<file path="src/pm_regs_pkg.sv">
// Purpose : Constants for the power-management capability register pair of the
//           flash media function (capabilities word and control/status word).
// Assumes : Byte offsets in configuration space, 16-bit registers, one clock.
// Notes   : Reset values and field positions live here only.
//
// Behaviour
// - Capability bit 15 follows the cold-wake support control bit.
// - Capability bits 14..11 read 1111b, wake from D3, D2, D1, D0.
// - Capability bit 10 is hardwired one; writes leave it alone.
// - Capability bit 9 is hardwired one; writes leave it alone.
// - Auxiliary current bits 8..6 read 000b without cold wake, else 001b.
// - Capability bit 5 reads zero, no special initialisation needed.
// - Reserved capability bit 4 always reads zero.
// - Capability bit 3 reads zero, wake needs no PCI clock.
// - Version bits 2..0 read 010b, or 011b when version select is set.
// - Control/status word survives the internal D3hot to D0 reset.
// - Wake status bit 15 resets to zero, hardware sets, software clears.
// - Data scale bits 14..13 read 00b.
// - Data select bits 12..9 read 0h.
// - Writable wake enable at bit 8; clear means no wake signalling.
// - Reserved control/status bits 7..2 read zero.
// - Writable power state bits 1..0: 00 D0, 01 D1, 10 D2, 11 D3hot.
// - Wake status, wake enable, power state clear only on global reset.
// - Reset values are 7E02h for capabilities and 0000h for control/status.

package pm_regs_pkg;

  // ==========================================================================
  // Register map
  // ==========================================================================
  localparam logic [7:0]  CAP_OFFSET        = 8'h46;
  localparam logic [7:0]  CSR_OFFSET        = 8'h48;
  localparam int          ADDR_W            = 8;
  localparam int          DATA_W            = 16;

  // ==========================================================================
  // Reset values
  // ==========================================================================
  localparam logic [15:0] CAP_RESET         = 16'h7E02;
  localparam logic [15:0] CSR_RESET         = 16'h0000;

  // ==========================================================================
  // Capabilities word fields
  // ==========================================================================
  localparam int          CAP_COLD_BIT      = 15;
  localparam int          CAP_WSUP_LSB      = 11;
  localparam logic [3:0]  CAP_WSUP_VAL      = 4'hF;
  localparam int          CAP_D2_BIT        = 10;
  localparam int          CAP_D1_BIT        = 9;
  localparam int          CAP_AUX_LSB       = 6;
  localparam logic [2:0]  CAP_AUX_SELF      = 3'h0;
  localparam logic [2:0]  CAP_AUX_55MA      = 3'h1;
  localparam logic [2:0]  CAP_VER_OLD       = 3'h2;
  localparam logic [2:0]  CAP_VER_NEW       = 3'h3;

  // ==========================================================================
  // Control/status word fields
  // ==========================================================================
  localparam int          CSR_STAT_BIT      = 15;
  localparam int          CSR_EN_BIT        = 8;
  localparam logic [15:0] CSR_RO_ZERO_MASK  = 16'h7EFC;

  // Power state codes
  typedef enum logic [1:0] {
    PS_D0    = 2'h0,
    PS_D1    = 2'h1,
    PS_D2    = 2'h2,
    PS_D3HOT = 2'h3
  } power_state_e;

endpackage : pm_regs_pkg

</file>
<file path="src/pm_cap_if.sv">
// Purpose : Carries the control bits that shape the capabilities word and the
//           composed word back to the register bank.
// Assumes : Single clock domain, purely combinational contents.
// Notes   : bank drives the controls, comp builds the word.
`timescale 1ns/1ps

interface pm_cap_if;
  logic        cold_wake_support_ctrl;
  logic        version_select_ctrl;
  logic [15:0] cap_word;

  modport bank (output cold_wake_support_ctrl, output version_select_ctrl, input cap_word);
  modport comp (input cold_wake_support_ctrl, input version_select_ctrl, output cap_word);
endinterface : pm_cap_if

</file>
<file path="src/flash_pm_regs.sv">
// Purpose : Power-management register pair of the flash media function:
//           capabilities word and control/status word on config space.
// Assumes : All inputs come from logic on clk_sys_i; global_reset_n_i is a
//           synchronous, already-synchronised chip reset.
// Notes   : rst_i (ordinary bus reset) and the D3hot exit reset leave the
//           control/status word alone; only global reset clears it.
`timescale 1ns/1ps

module flash_pm_regs
  import pm_regs_pkg::*;
(
  // Clock, resets and enable
  input  wire logic                       clk_sys_i,
  input  wire logic                       rst_i,
  input  wire logic                       global_reset_n_i,
  input  wire logic                       d3hot_exit_rst_i,
  input  wire logic                       ce_i,
  // Configuration access
  input  wire logic                       cfg_rd_i,
  input  wire logic                       cfg_wr_i,
  input  wire logic [pm_regs_pkg::ADDR_W-1:0] cfg_addr_i,
  input  wire logic [1:0]                 cfg_be_i,
  input  wire logic [pm_regs_pkg::DATA_W-1:0] cfg_wdata_i,
  output logic      [pm_regs_pkg::DATA_W-1:0] cfg_rdata_o,
  output logic                            cfg_rvalid_o,
  // Controls from the general control register
  input  wire logic                       cold_wake_support_ctrl_i,
  input  wire logic                       version_select_ctrl_i,
  // Function side
  input  wire logic                       wake_event_i,
  output logic                            wake_req_o,
  output pm_regs_pkg::power_state_e       power_state_field_o
);

  import pm_regs_pkg::*;

  // ==========================================================================
  // State
  // ==========================================================================
  logic               wake_status_flag_q;
  logic               wake_enable_q;
  power_state_e       power_state_q;
  logic [15:0]        rdata_q;
  logic               rvalid_q;
  logic [15:0]        csr_word;
  logic               hit_cap;
  logic               hit_csr;
  logic               wr_csr_lo;
  logic               wr_csr_hi;
  logic               clr_stat;

  pm_cap_if cap_bus ();

  // ==========================================================================
  // Capabilities word
  // ==========================================================================
  // The two control bits come from a neighbouring register; this word only
  // mirrors them, so a configuration write to it has no effect at all
  assign cap_bus.cold_wake_support_ctrl = cold_wake_support_ctrl_i;
  assign cap_bus.version_select_ctrl    = version_select_ctrl_i;

  pm_cap_word u_cap (
    .clk_sys_i (clk_sys_i),
    .rst_i     (rst_i),
    .cap       (cap_bus)
  );

  // ==========================================================================
  // Address decode
  // ==========================================================================
  // Word-aligned decode; bit 0 of the address selects nothing here because
  // byte lanes come from cfg_be_i
  assign hit_cap   = (cfg_addr_i[7:1] == CAP_OFFSET[7:1]);
  assign hit_csr   = (cfg_addr_i[7:1] == CSR_OFFSET[7:1]);
  assign wr_csr_lo = cfg_wr_i && hit_csr && cfg_be_i[0];
  assign wr_csr_hi = cfg_wr_i && hit_csr && cfg_be_i[1];

  // Software clears the wake status by writing one to bit 15
  assign clr_stat  = wr_csr_hi && cfg_wdata_i[CSR_STAT_BIT];

  // ==========================================================================
  // Control/status word view
  // ==========================================================================
  // Data scale, data select and reserved bits are constant zero
  always_comb
  begin
    csr_word               = CSR_RESET;
    csr_word[CSR_STAT_BIT] = wake_status_flag_q;
    csr_word[CSR_EN_BIT]   = wake_enable_q;
    csr_word[1:0]          = power_state_q;
  end

  // ==========================================================================
  // Wake status flag
  // ==========================================================================
  // Of the resets only global reset clears it; a wake event in the clearing cycle wins so
  // an event is never lost to a racing software clear
  always_ff @(posedge clk_sys_i)
  begin
    if (!global_reset_n_i)
      wake_status_flag_q <= 1'b0;
    else if (ce_i)
    begin
      if (wake_event_i)
        wake_status_flag_q <= 1'b1;
      else if (clr_stat)
        wake_status_flag_q <= 1'b0;
    end
  end

  // ==========================================================================
  // Wake enable
  // ==========================================================================
  // Not touched by rst_i or the D3hot exit reset
  always_ff @(posedge clk_sys_i)
  begin
    if (!global_reset_n_i)
      wake_enable_q <= 1'b0;
    else if (ce_i && wr_csr_hi)
      wake_enable_q <= cfg_wdata_i[CSR_EN_BIT];
  end

  // ==========================================================================
  // Power state
  // ==========================================================================
  // Any code is accepted; acting on the state is the function's job
  always_ff @(posedge clk_sys_i)
  begin
    if (!global_reset_n_i)
      power_state_q <= PS_D0;
    else if (ce_i && wr_csr_lo)
      power_state_q <= power_state_e'(cfg_wdata_i[1:0]);
  end

  // ==========================================================================
  // Read path
  // ==========================================================================
  // Read data is registered, answering one cycle after cfg_rd_i; unmapped
  // offsets read as zero. Ordinary and D3hot exit resets only flush this
  // pipeline, never the control/status word.
  always_ff @(posedge clk_sys_i)
  begin
    if (rst_i || d3hot_exit_rst_i)
    begin
      rdata_q  <= 16'h0000;
      rvalid_q <= 1'b0;
    end
    else if (ce_i)
    begin
      rvalid_q <= cfg_rd_i;
      if (cfg_rd_i)
      begin
        if (hit_cap)
          rdata_q <= cap_bus.cap_word;
        else if (hit_csr)
          rdata_q <= csr_word;
        else
          rdata_q <= 16'h0000;
      end
    end
  end

  // ==========================================================================
  // Outputs
  // ==========================================================================
  assign cfg_rdata_o         = rdata_q;
  assign cfg_rvalid_o        = rvalid_q;
  // Gating by the enable keeps a stale status from waking the system
  assign wake_req_o          = wake_status_flag_q && wake_enable_q;
  assign power_state_field_o = power_state_q;

  // ==========================================================================
  // Checks
  // ==========================================================================
  csr_keep_a: assert property (@(posedge clk_sys_i) disable iff (!global_reset_n_i)
    (d3hot_exit_rst_i && !cfg_wr_i && !wake_event_i) |=> $stable(csr_word))
    else $error("control/status changed on D3hot exit reset");

  wake_set_a: assert property (@(posedge clk_sys_i) disable iff (!global_reset_n_i)
    (ce_i && wake_event_i) |=> wake_status_flag_q)
    else $error("wake event did not set status");

  wake_clear_a: assert property (@(posedge clk_sys_i) disable iff (!global_reset_n_i)
    (ce_i && clr_stat && !wake_event_i) |=> !wake_status_flag_q)
    else $error("software clear of wake status lost");

  wake_hold_a: assert property (@(posedge clk_sys_i) disable iff (!global_reset_n_i)
    ($rose(wake_status_flag_q)) |-> $past(wake_event_i))
    else $error("wake status set without an event");

  data_fields_a: assert property (@(posedge clk_sys_i) disable iff (!global_reset_n_i)
    (rvalid_q && $past(hit_csr)) |-> (cfg_rdata_o[14:13] == 2'h0))
    else $error("data scale field not zero");

  data_select_a: assert property (@(posedge clk_sys_i) disable iff (!global_reset_n_i)
    (rvalid_q && $past(hit_csr)) |-> (cfg_rdata_o[12:9] == 4'h0))
    else $error("data select field not zero");

  wake_gate_a: assert property (@(posedge clk_sys_i) disable iff (!global_reset_n_i)
    !wake_enable_q |-> !wake_req_o)
    else $error("wake request while disabled");

  enable_write_a: assert property (@(posedge clk_sys_i) disable iff (!global_reset_n_i)
    (ce_i && wr_csr_hi) |=> (wake_enable_q == $past(cfg_wdata_i[8])))
    else $error("wake enable did not take written value");

  csr_rsvd_a: assert property (@(posedge clk_sys_i) disable iff (!global_reset_n_i)
    (rvalid_q && $past(hit_csr)) |-> (cfg_rdata_o[7:2] == 6'h00))
    else $error("reserved control/status bits not zero");

  state_write_a: assert property (@(posedge clk_sys_i) disable iff (!global_reset_n_i)
    (ce_i && wr_csr_lo) |=> (power_state_field_o == $past(cfg_wdata_i[1:0])))
    else $error("power state did not take written code");

  bus_reset_keep_a: assert property (@(posedge clk_sys_i) disable iff (!global_reset_n_i)
    (rst_i && !cfg_wr_i && !wake_event_i) |=> $stable(csr_word))
    else $error("ordinary reset disturbed control/status");

  global_clear_a: assert property (@(posedge clk_sys_i)
    !global_reset_n_i |=> (!wake_status_flag_q && !wake_enable_q && power_state_q == PS_D0))
    else $error("global reset did not clear control/status");

  reset_value_a: assert property (@(posedge clk_sys_i)
    (!global_reset_n_i && !cold_wake_support_ctrl_i && !version_select_ctrl_i)
      |=> (csr_word == 16'h0000 && (cap_bus.cap_word == 16'h7E02 || $changed(version_select_ctrl_i)
           || $changed(cold_wake_support_ctrl_i))))
    else $error("reset values wrong");

  wake_req_a: assert property (@(posedge clk_sys_i) disable iff (!global_reset_n_i)
    wake_req_o == (wake_status_flag_q && wake_enable_q))
    else $error("wake request not tied to status and enable");

  read_latency_a: assert property (@(posedge clk_sys_i) disable iff (rst_i || d3hot_exit_rst_i)
    (ce_i && cfg_rd_i && hit_cap) |=> (cfg_rvalid_o && cfg_rdata_o == $past(cap_bus.cap_word)))
    else $error("capability read not answered next cycle");

endmodule : flash_pm_regs

</file>
<file path="src/pm_cap_word.sv">
// Purpose : Builds the read-only power-management capabilities word.
// Assumes : Control bits are stable register outputs of the same clock.
// Notes   : No storage; writes never reach this word.
`timescale 1ns/1ps

module pm_cap_word
  import pm_regs_pkg::*;
(
  // Clock for the embedded checks only
  input  wire logic clk_sys_i,
  input  wire logic rst_i,
  // Control in, word out
  pm_cap_if.comp    cap
);

  // ==========================================================================
  // Word composition
  // ==========================================================================
  // Every field is derived; only bits 15, 8..6 and 2..0 can move
  always_comb
  begin
    cap.cap_word                             = '0;
    cap.cap_word[CAP_COLD_BIT]               = cap.cold_wake_support_ctrl;
    cap.cap_word[CAP_WSUP_LSB +: 4]          = CAP_WSUP_VAL;
    cap.cap_word[CAP_D2_BIT]                 = 1'b1;
    cap.cap_word[CAP_D1_BIT]                 = 1'b1;
    cap.cap_word[CAP_AUX_LSB +: 3]           = cap.cold_wake_support_ctrl ?
                                               CAP_AUX_55MA : CAP_AUX_SELF;
    // Bits 5, 4 and 3 stay at the zero default
    cap.cap_word[2:0]                        = cap.version_select_ctrl ?
                                               CAP_VER_NEW : CAP_VER_OLD;
  end

  // ==========================================================================
  // Checks
  // ==========================================================================
  cold_mirror_a: assert property (@(posedge clk_sys_i) disable iff (rst_i)
    cap.cap_word[15] == cap.cold_wake_support_ctrl)
    else $error("cold wake bit does not follow its control");
  wake_support_a: assert property (@(posedge clk_sys_i) disable iff (rst_i)
    cap.cap_word[14:11] == 4'hF)
    else $error("wake support field not 1111b");
  state_two_a: assert property (@(posedge clk_sys_i) disable iff (rst_i)
    cap.cap_word[10])
    else $error("State_two_support bit not one");
  state_one_a: assert property (@(posedge clk_sys_i) disable iff (rst_i)
    cap.cap_word[9])
    else $error("State_one_support bit not one");
  aux_current_a: assert property (@(posedge clk_sys_i) disable iff (rst_i)
    cap.cap_word[8:6] == (cap.cap_word[15] ? 3'h1 : 3'h0))
    else $error("aux current field wrong for cold wake setting");
  init_bit_a: assert property (@(posedge clk_sys_i) disable iff (rst_i)
    !cap.cap_word[5])
    else $error("special init bit set");
  cap_rsvd_a: assert property (@(posedge clk_sys_i) disable iff (rst_i)
    !cap.cap_word[4])
    else $error("reserved capability bit set");
  wake_clock_a: assert property (@(posedge clk_sys_i) disable iff (rst_i)
    !cap.cap_word[3])
    else $error("wake clock bit set");
  spec_version_a: assert property (@(posedge clk_sys_i) disable iff (rst_i)
    cap.cap_word[2:0] == (cap.version_select_ctrl ? 3'h3 : 3'h2))
    else $error("version field wrong for select bit");

endmodule : pm_cap_word

</file>
<file path="config.mk">
export PLATFORM = sky130hd
export DESIGN_NAME = flash_pm_regs
export DESIGN_NICKNAME = d
export VERILOG_FILES = /design/src/pm_regs_pkg.sv /design/src/pm_cap_if.sv /design/src/flash_pm_regs.sv /design/src/pm_cap_word.sv
export SDC_FILE = /design/constraint.sdc
export NUM_CORES = 1
export LEC_CHECK = 0
export ABC_CLOCK_PERIOD_IN_PS = 1000
export BUFFER_PORTS_ARGS = -buffer_cell sky130_fd_sc_hd__buf_4
export CELL_PAD_IN_SITES_DETAIL_PLACEMENT = 0
export CELL_PAD_IN_SITES_GLOBAL_PLACEMENT = 2
export CORE_MARGIN = 3
export CORE_UTILIZATION = 16
export CTS_CLUSTER_SIZE = 16
export DETAILED_ROUTE_END_ITERATION = 12
export PLACE_DENSITY_LB_ADDON = 0.08
export REMOVE_ABC_BUFFERS = 1
export SLEW_MARGIN = 25
export SYNTH_ARGS = -nofsm -noshare
export SYNTH_HDL_FRONTEND = slang
export SYNTH_SLANG_ARGS = --single-unit
export TNS_END_PERCENT = 100
</file>
<file path="constraint.sdc">
create_clock -name clk_sys_i -period 1 [get_ports clk_sys_i]
set_clock_uncertainty 0.05 [all_clocks]
set_input_delay 0.2 -clock clk_sys_i [delete_from_list [all_inputs] [get_ports clk_sys_i]]
set_output_delay 0.2 -clock clk_sys_i [all_outputs]
set_load 0.01 [all_outputs]
</file>
Word-level counts from Yosys, hierarchy flattened
Index checks and enable logic that the tools add are counted.
{ "totals": {"romBits": 0, "in_bits": 36, "reg_bits": 21, "out_inout_bits": 20, "ramBits": 0, "mem_count": 0, "latch_bits": 0, "wordCells": 24} }
{ "classes": {"div": 0, "eq_ne": 2, "order_cmp": 0, "addsub": 0, "bitwise": 0, "muxes": 6, "n_shift": 0, "n_reduce_logical": 11, "mul": 0} }
{ "ops": {"columns": ["op", "count"], "rows": [
  ["16-bit two-way mux", 2],
  ["7-bit by 6-bit equality test with 1-bit output, second input constant", 2],
  ["1-bit logical AND", 7],
  ["1-bit two-way mux", 4],
  ["2-bit AND reduction", 2],
  ["2-bit nonzero test", 1],
  ["1-bit logical OR", 1]
]} }

Longest topological paths before layout
{ "logic_depth": {"depth_word": 6, "ltp_mapped": 3, "ltp_nobuf": 3} }

Hierarchy
A second synthesis with hierarchy kept.
{ "unflattened": {"hier_cells": 126, "hier_area_um2": 1046.0} }
{ "by_module_without_submodules": {"columns": ["module", "instances", "area_each_um2", "cells_each"], "rows": [
  ["flash_pm_regs", 1, 918.4, 108],
  ["pm_cap_word", 1, 127.6, 18]
]} }

Worst setup path after synthesis
OpenSTA, ideal clock, no wires.
{ "synth_path": {"path_type": "in2reg", "startpoint": "input cfg_addr_i[1] (netlist bit)", "endpoint": "register wake_enable_q", "path_buffers": 0, "t_required_ps": 878, "setup_slack_ps": -80, "arrival_time_ps": 958, "cell_stages": 3, "path_cell_list": "nor4b_4 -> and3_1 -> mux2i_1"} }
{ "synth_via": {"elab_chain_cells": 4} }
{ "synth_lines": {"columns": ["element", "line_no", "source"], "rows": [
  ["start, declared", "flash_pm_regs.sv:21", "input wire logic [pm_regs_pkg::ADDR_W-1:0] cfg_addr_i,"],
  ["7-bit by 6-bit equality test with 1-bit output", "flash_pm_regs.sv:74", "assign hit_csr = (cfg_addr_i[7:1] == CSR_OFFSET[7:1]);"],
  ["1-bit logical AND (2 in series)", "flash_pm_regs.sv:76", "assign wr_csr_hi = cfg_wr_i && hit_csr && cfg_be_i[1];"],
  ["1-bit logical AND", "flash_pm_regs.sv:119", "else if (ce_i && wr_csr_hi)"],
  ["end signal, assigned", "flash_pm_regs.sv:120", "wake_enable_q <= cfg_wdata_i[CSR_EN_BIT];"],
  ["end, declared", "flash_pm_regs.sv:41", "logic wake_enable_q;"]
]} }
Every way passes these cells.
A chain may end at the register's enable or synchronous reset.

Worst setup path after layout
{ "layout_path": {"startpoint": "register wake_status_flag_q", "endpoint": "output wake_req_o"} }
{ "layout_via": {"elab_chain_cells": 1} }
{ "layout_lines": {"columns": ["element", "line_no", "source"], "rows": [
  ["start, declared", "flash_pm_regs.sv:40", "logic wake_status_flag_q;"],
  ["start signal, assigned", "flash_pm_regs.sv:101", "wake_status_flag_q <= 1'b0;"],
  ["start signal, assigned", "flash_pm_regs.sv:105", "wake_status_flag_q <= 1'b1;"],
  ["start signal, assigned", "flash_pm_regs.sv:107", "wake_status_flag_q <= 1'b0;"],
  ["1-bit logical AND", "flash_pm_regs.sv:169", "assign wake_req_o = wake_status_flag_q && wake_enable_q;"],
  ["end, declared", "flash_pm_regs.sv:31", "output logic wake_req_o,"]
]} }
Every way passes these cells.

==> metrics.cfg <==
[finish]
final.fill_count = 393
final_area_sq_um = 1040
post_route_cells_drive_above_1_share = 0.523
area_delta_synth_final_pct = 69.0
antennaDiodeCount = 0
final_core_utilization = 0.294
finish.net_count = 148

[placed_design]
dp_hpwl_microns = 1470
gp_congestion = 0.701
placement.io_buffers = 37
placed_cell_area_sq_um = 911

[setup_path]
timing.critical_path.fanout_max = 2
reg2reg_to = cfg_rdata_o[15]$_SDFFE_PP0P_
worstRegToRegCells = 4
ff2ff_setup_slack_ns = 0.09
worstSetupEndpointType = output port
arrival_time_of_data_at_the_critical_path_endpoint_ns = 0.80
reg2reg_from = wake_status_flag_q$_SDFFE_PN0P_
timing.setup.critical_path_class = register to output port
worst_ep_required_time_ns = 0.75
worstSetupStartpointType = register

[global_routing]
grt_pass1_vias = 574
grt_start_max_net_pins = 8
overflow = 0
antenna_found_initial = 0
grt.total_usage = 0.0787
grt_first_pass_wirelength_microns = 2720

[worst_hold_path]
hold-path-cell-count = 2
worstHoldEndpoint = wake_status_flag_q$_SDFFE_PN0P_
hold_path_startpoint = cfg_wdata_i[15]
min-delay-path-class = input port to register

[clocking]
clockBufferDepth = 2
clk_pin_slew_worst_paths_ns = 0.05
cts_num_sinks = 11
root_buffer = clkbuf_8
worst_skew_pair.late_latency_ns = 0.23
cts-hold-fix-buffers = 0
htreeDepth = 1
cts_made_buffers = 3
tritoncts = yes

[run_status]
violated_checks = negative setup slack
outcome = finished with violations

[timing]
layout_min_cycle_time_ns = 1.05
timing_hold_violations_final = 0
unrepaired_setup_endpoints_after_global_routing = yes
maxSlewViolCount = 0
clock.fmax_ghz = 0.950
final_critical_path_setup_slack_ns = -0.0524
timing.final.crit_share = 1.05
holdWs_ns = 0.0926
setup_viol_count_final = 1
aggregate_negative_setup_slack_ns = -0.0524

[power_and_ir_drop]
power.static_leakage_nw = 0.472
p_per_area_nw_per_um2 = 1020
vdd_ir_drop_max_mv = 0.483

[die]
dieWidth_microns = 67.9
floorplan.io_pins = 56
core_sq_um = 3520
floorplan.initialDensity = 0.174
dieArea_sq_um = 4610
die_height_microns = 67.9
placement_rows = 21

[routing]
post_drt_wl_per_cell_microns = 11.2
viasPerCell = 3.99
first_pass_iteration_count_of_the_detailed_router = 4
drcViolationCount = 0
antenna_left = 0
via_count = 627
wirelength_microns = 1750
initialDrtViolationCount = 9

[synthesis]
synth_area_per_cell_sq_um = 8.76
synth_top_area_share = 0.359
synth-warning-count = 0
netlist_top_cells_area = dfxtp_1 (36%), buf_4 (12%), nand2_1 (6.1%), a21oi_1 (5.7%), and3_1 (5.1%)
synth_seq_cells = 11
synth_seq_area_share = 0.359
synth.lib_cells_used.distinct = 23
synth_area_sq_um = 613
syn-instance-count = 70
synth_top_cell_by_area = dfxtp_1

[job]
max-cap-violations = 0

## worst max path at each step
stage | from | to | slack, ns | depth (start not counted)
after floorplan | cfg_addr_i[1] | wake_enable_q$_SDFFE_PN0P_ | -0.08 | 3
after global placement | cfg_addr_i[1] | wake_enable_q$_SDFFE_PN0P_ | -0.22 | 4
after detailed placement | cfg_addr_i[1] | wake_enable_q$_SDFFE_PN0P_ | -0.23 | 4
after CTS | wake_status_flag_q$_SDFFE_PN0P_ | wake_req_o | -0.06 | 2
after global routing | wake_status_flag_q$_SDFFE_PN0P_ | wake_req_o | -0.08 | 2
final | wake_status_flag_q$_SDFFE_PN0P_ | wake_req_o | -0.05 | 2
## stage by stage
stage          worst slack, ns  total power [W]  std cells
2_1_floorplan          -0.0799         0.000507         64
3_3_place_gp            -0.220         0.000612        150
3_5_place_dp            -0.226         0.000611        150
4_1_cts                -0.0633          0.00108        156
5_1_grt                -0.0795          0.00112        157
6_report               -0.0524          0.00106        157
## flip-flops by register name, indices dropped and copies added, names as in the netlist
signal               flops
cfg_rvalid_o             1
wake_enable_q            1
wake_status_flag_q       1
cfg_rdata_o              6
power_state_field_o      2
## power by group
group          internal, W  switching (W)  total (W)
combinational    0.0000946      0.0000710   0.000166
sequential        0.000442     0.00000275   0.000445
clock             0.000280       0.000168   0.000448
total             0.000817       0.000241    0.00106
## cell usage after synthesis
master and number:
buf_4 10, and2_1 2, nor3b_4 1, a32oi_1 2
nand3_1 4, inv_1 1, nand4b_1 1, nor4b_4 1
mux2i_1 3, a311oi_1 1, and3_1 5, nand3_2 1
and4bb_1 1, nor2_1 2, nand4_1 1, nand2_1 10
conb_1 1, a21oi_1 7, nand2b_1 1, or2_2 1
dfxtp_1 11, a22oi_1 1, o21ai_0 2
## per-layer routing
metal | vias to the layer above | GRT usage | share of wire
met4 | 0 | 0.00744 | 0
met2 | 29 | 0.132 | 0.48
met3 | 0 | 0.0378 | 0.098
met1 | 276 | 0.0939 | 0.42
met5 | - | 0 | 0
li1 | 322 | - | -
## final cells by class
type                            instances  area (sq um)  share of cell area
Timing Repair Buffer                   43           360               0.348
Multi-Input combinational cell         52           340               0.329
Sequential cell                        11           229               0.221
Tap cell                               46          57.6              0.0556
Clock buffer                            4          45.0              0.0435
Inverter                                1          3.75             0.00362
## worst max-delay path: stages, from the launching register on
cell and delay (ns):
dfxtp_2 0.31, and2_4 0.15, buf_6 0.11
## layout by cell type, fill, tap and decap left out, types with 2 or more instances in the layout
cell type / synthesis / final
buf_6: 0 / 10
buf_4: 10 / 33
nand3_1: 4 / 4
dfxtp_1: 11 / 6
mux2i_1: 3 / 3
o21ai_0: 2 / 2
conb_1: 1 / 5
dfxtp_2: 0 / 4
and3_1: 5 / 4
nor2_1: 2 / 2
a21oi_1: 7 / 6
nand2_1: 10 / 10
clkbuf_8: 0 / 3
a32oi_1: 2 / 2
## cell families (layout without fill, tap and decap cells)
group / after synthesis / in the layout / synth area share
AND/OR/NAND/NOR: 31 / 31 / 0.329
AO/OA/AOI/OAI: 13 / 13 / 0.129
flip-flops: 11 / 11 / 0.359
buffers and inverters: 11 / 48 / 0.129
multiplexers: 3 / 3 / 0.0490
other: 1 / 5 / 0.00612
## what timing repair did
item,4_1_cts,5_1_grt
pin swaps,0,5
resized for setup,6,13
hold endpoints to repair,0,0
setup buffers,2,1
setup endpoints to repair,7,14
No activity file was read; power rests on OpenSTA's default activity.
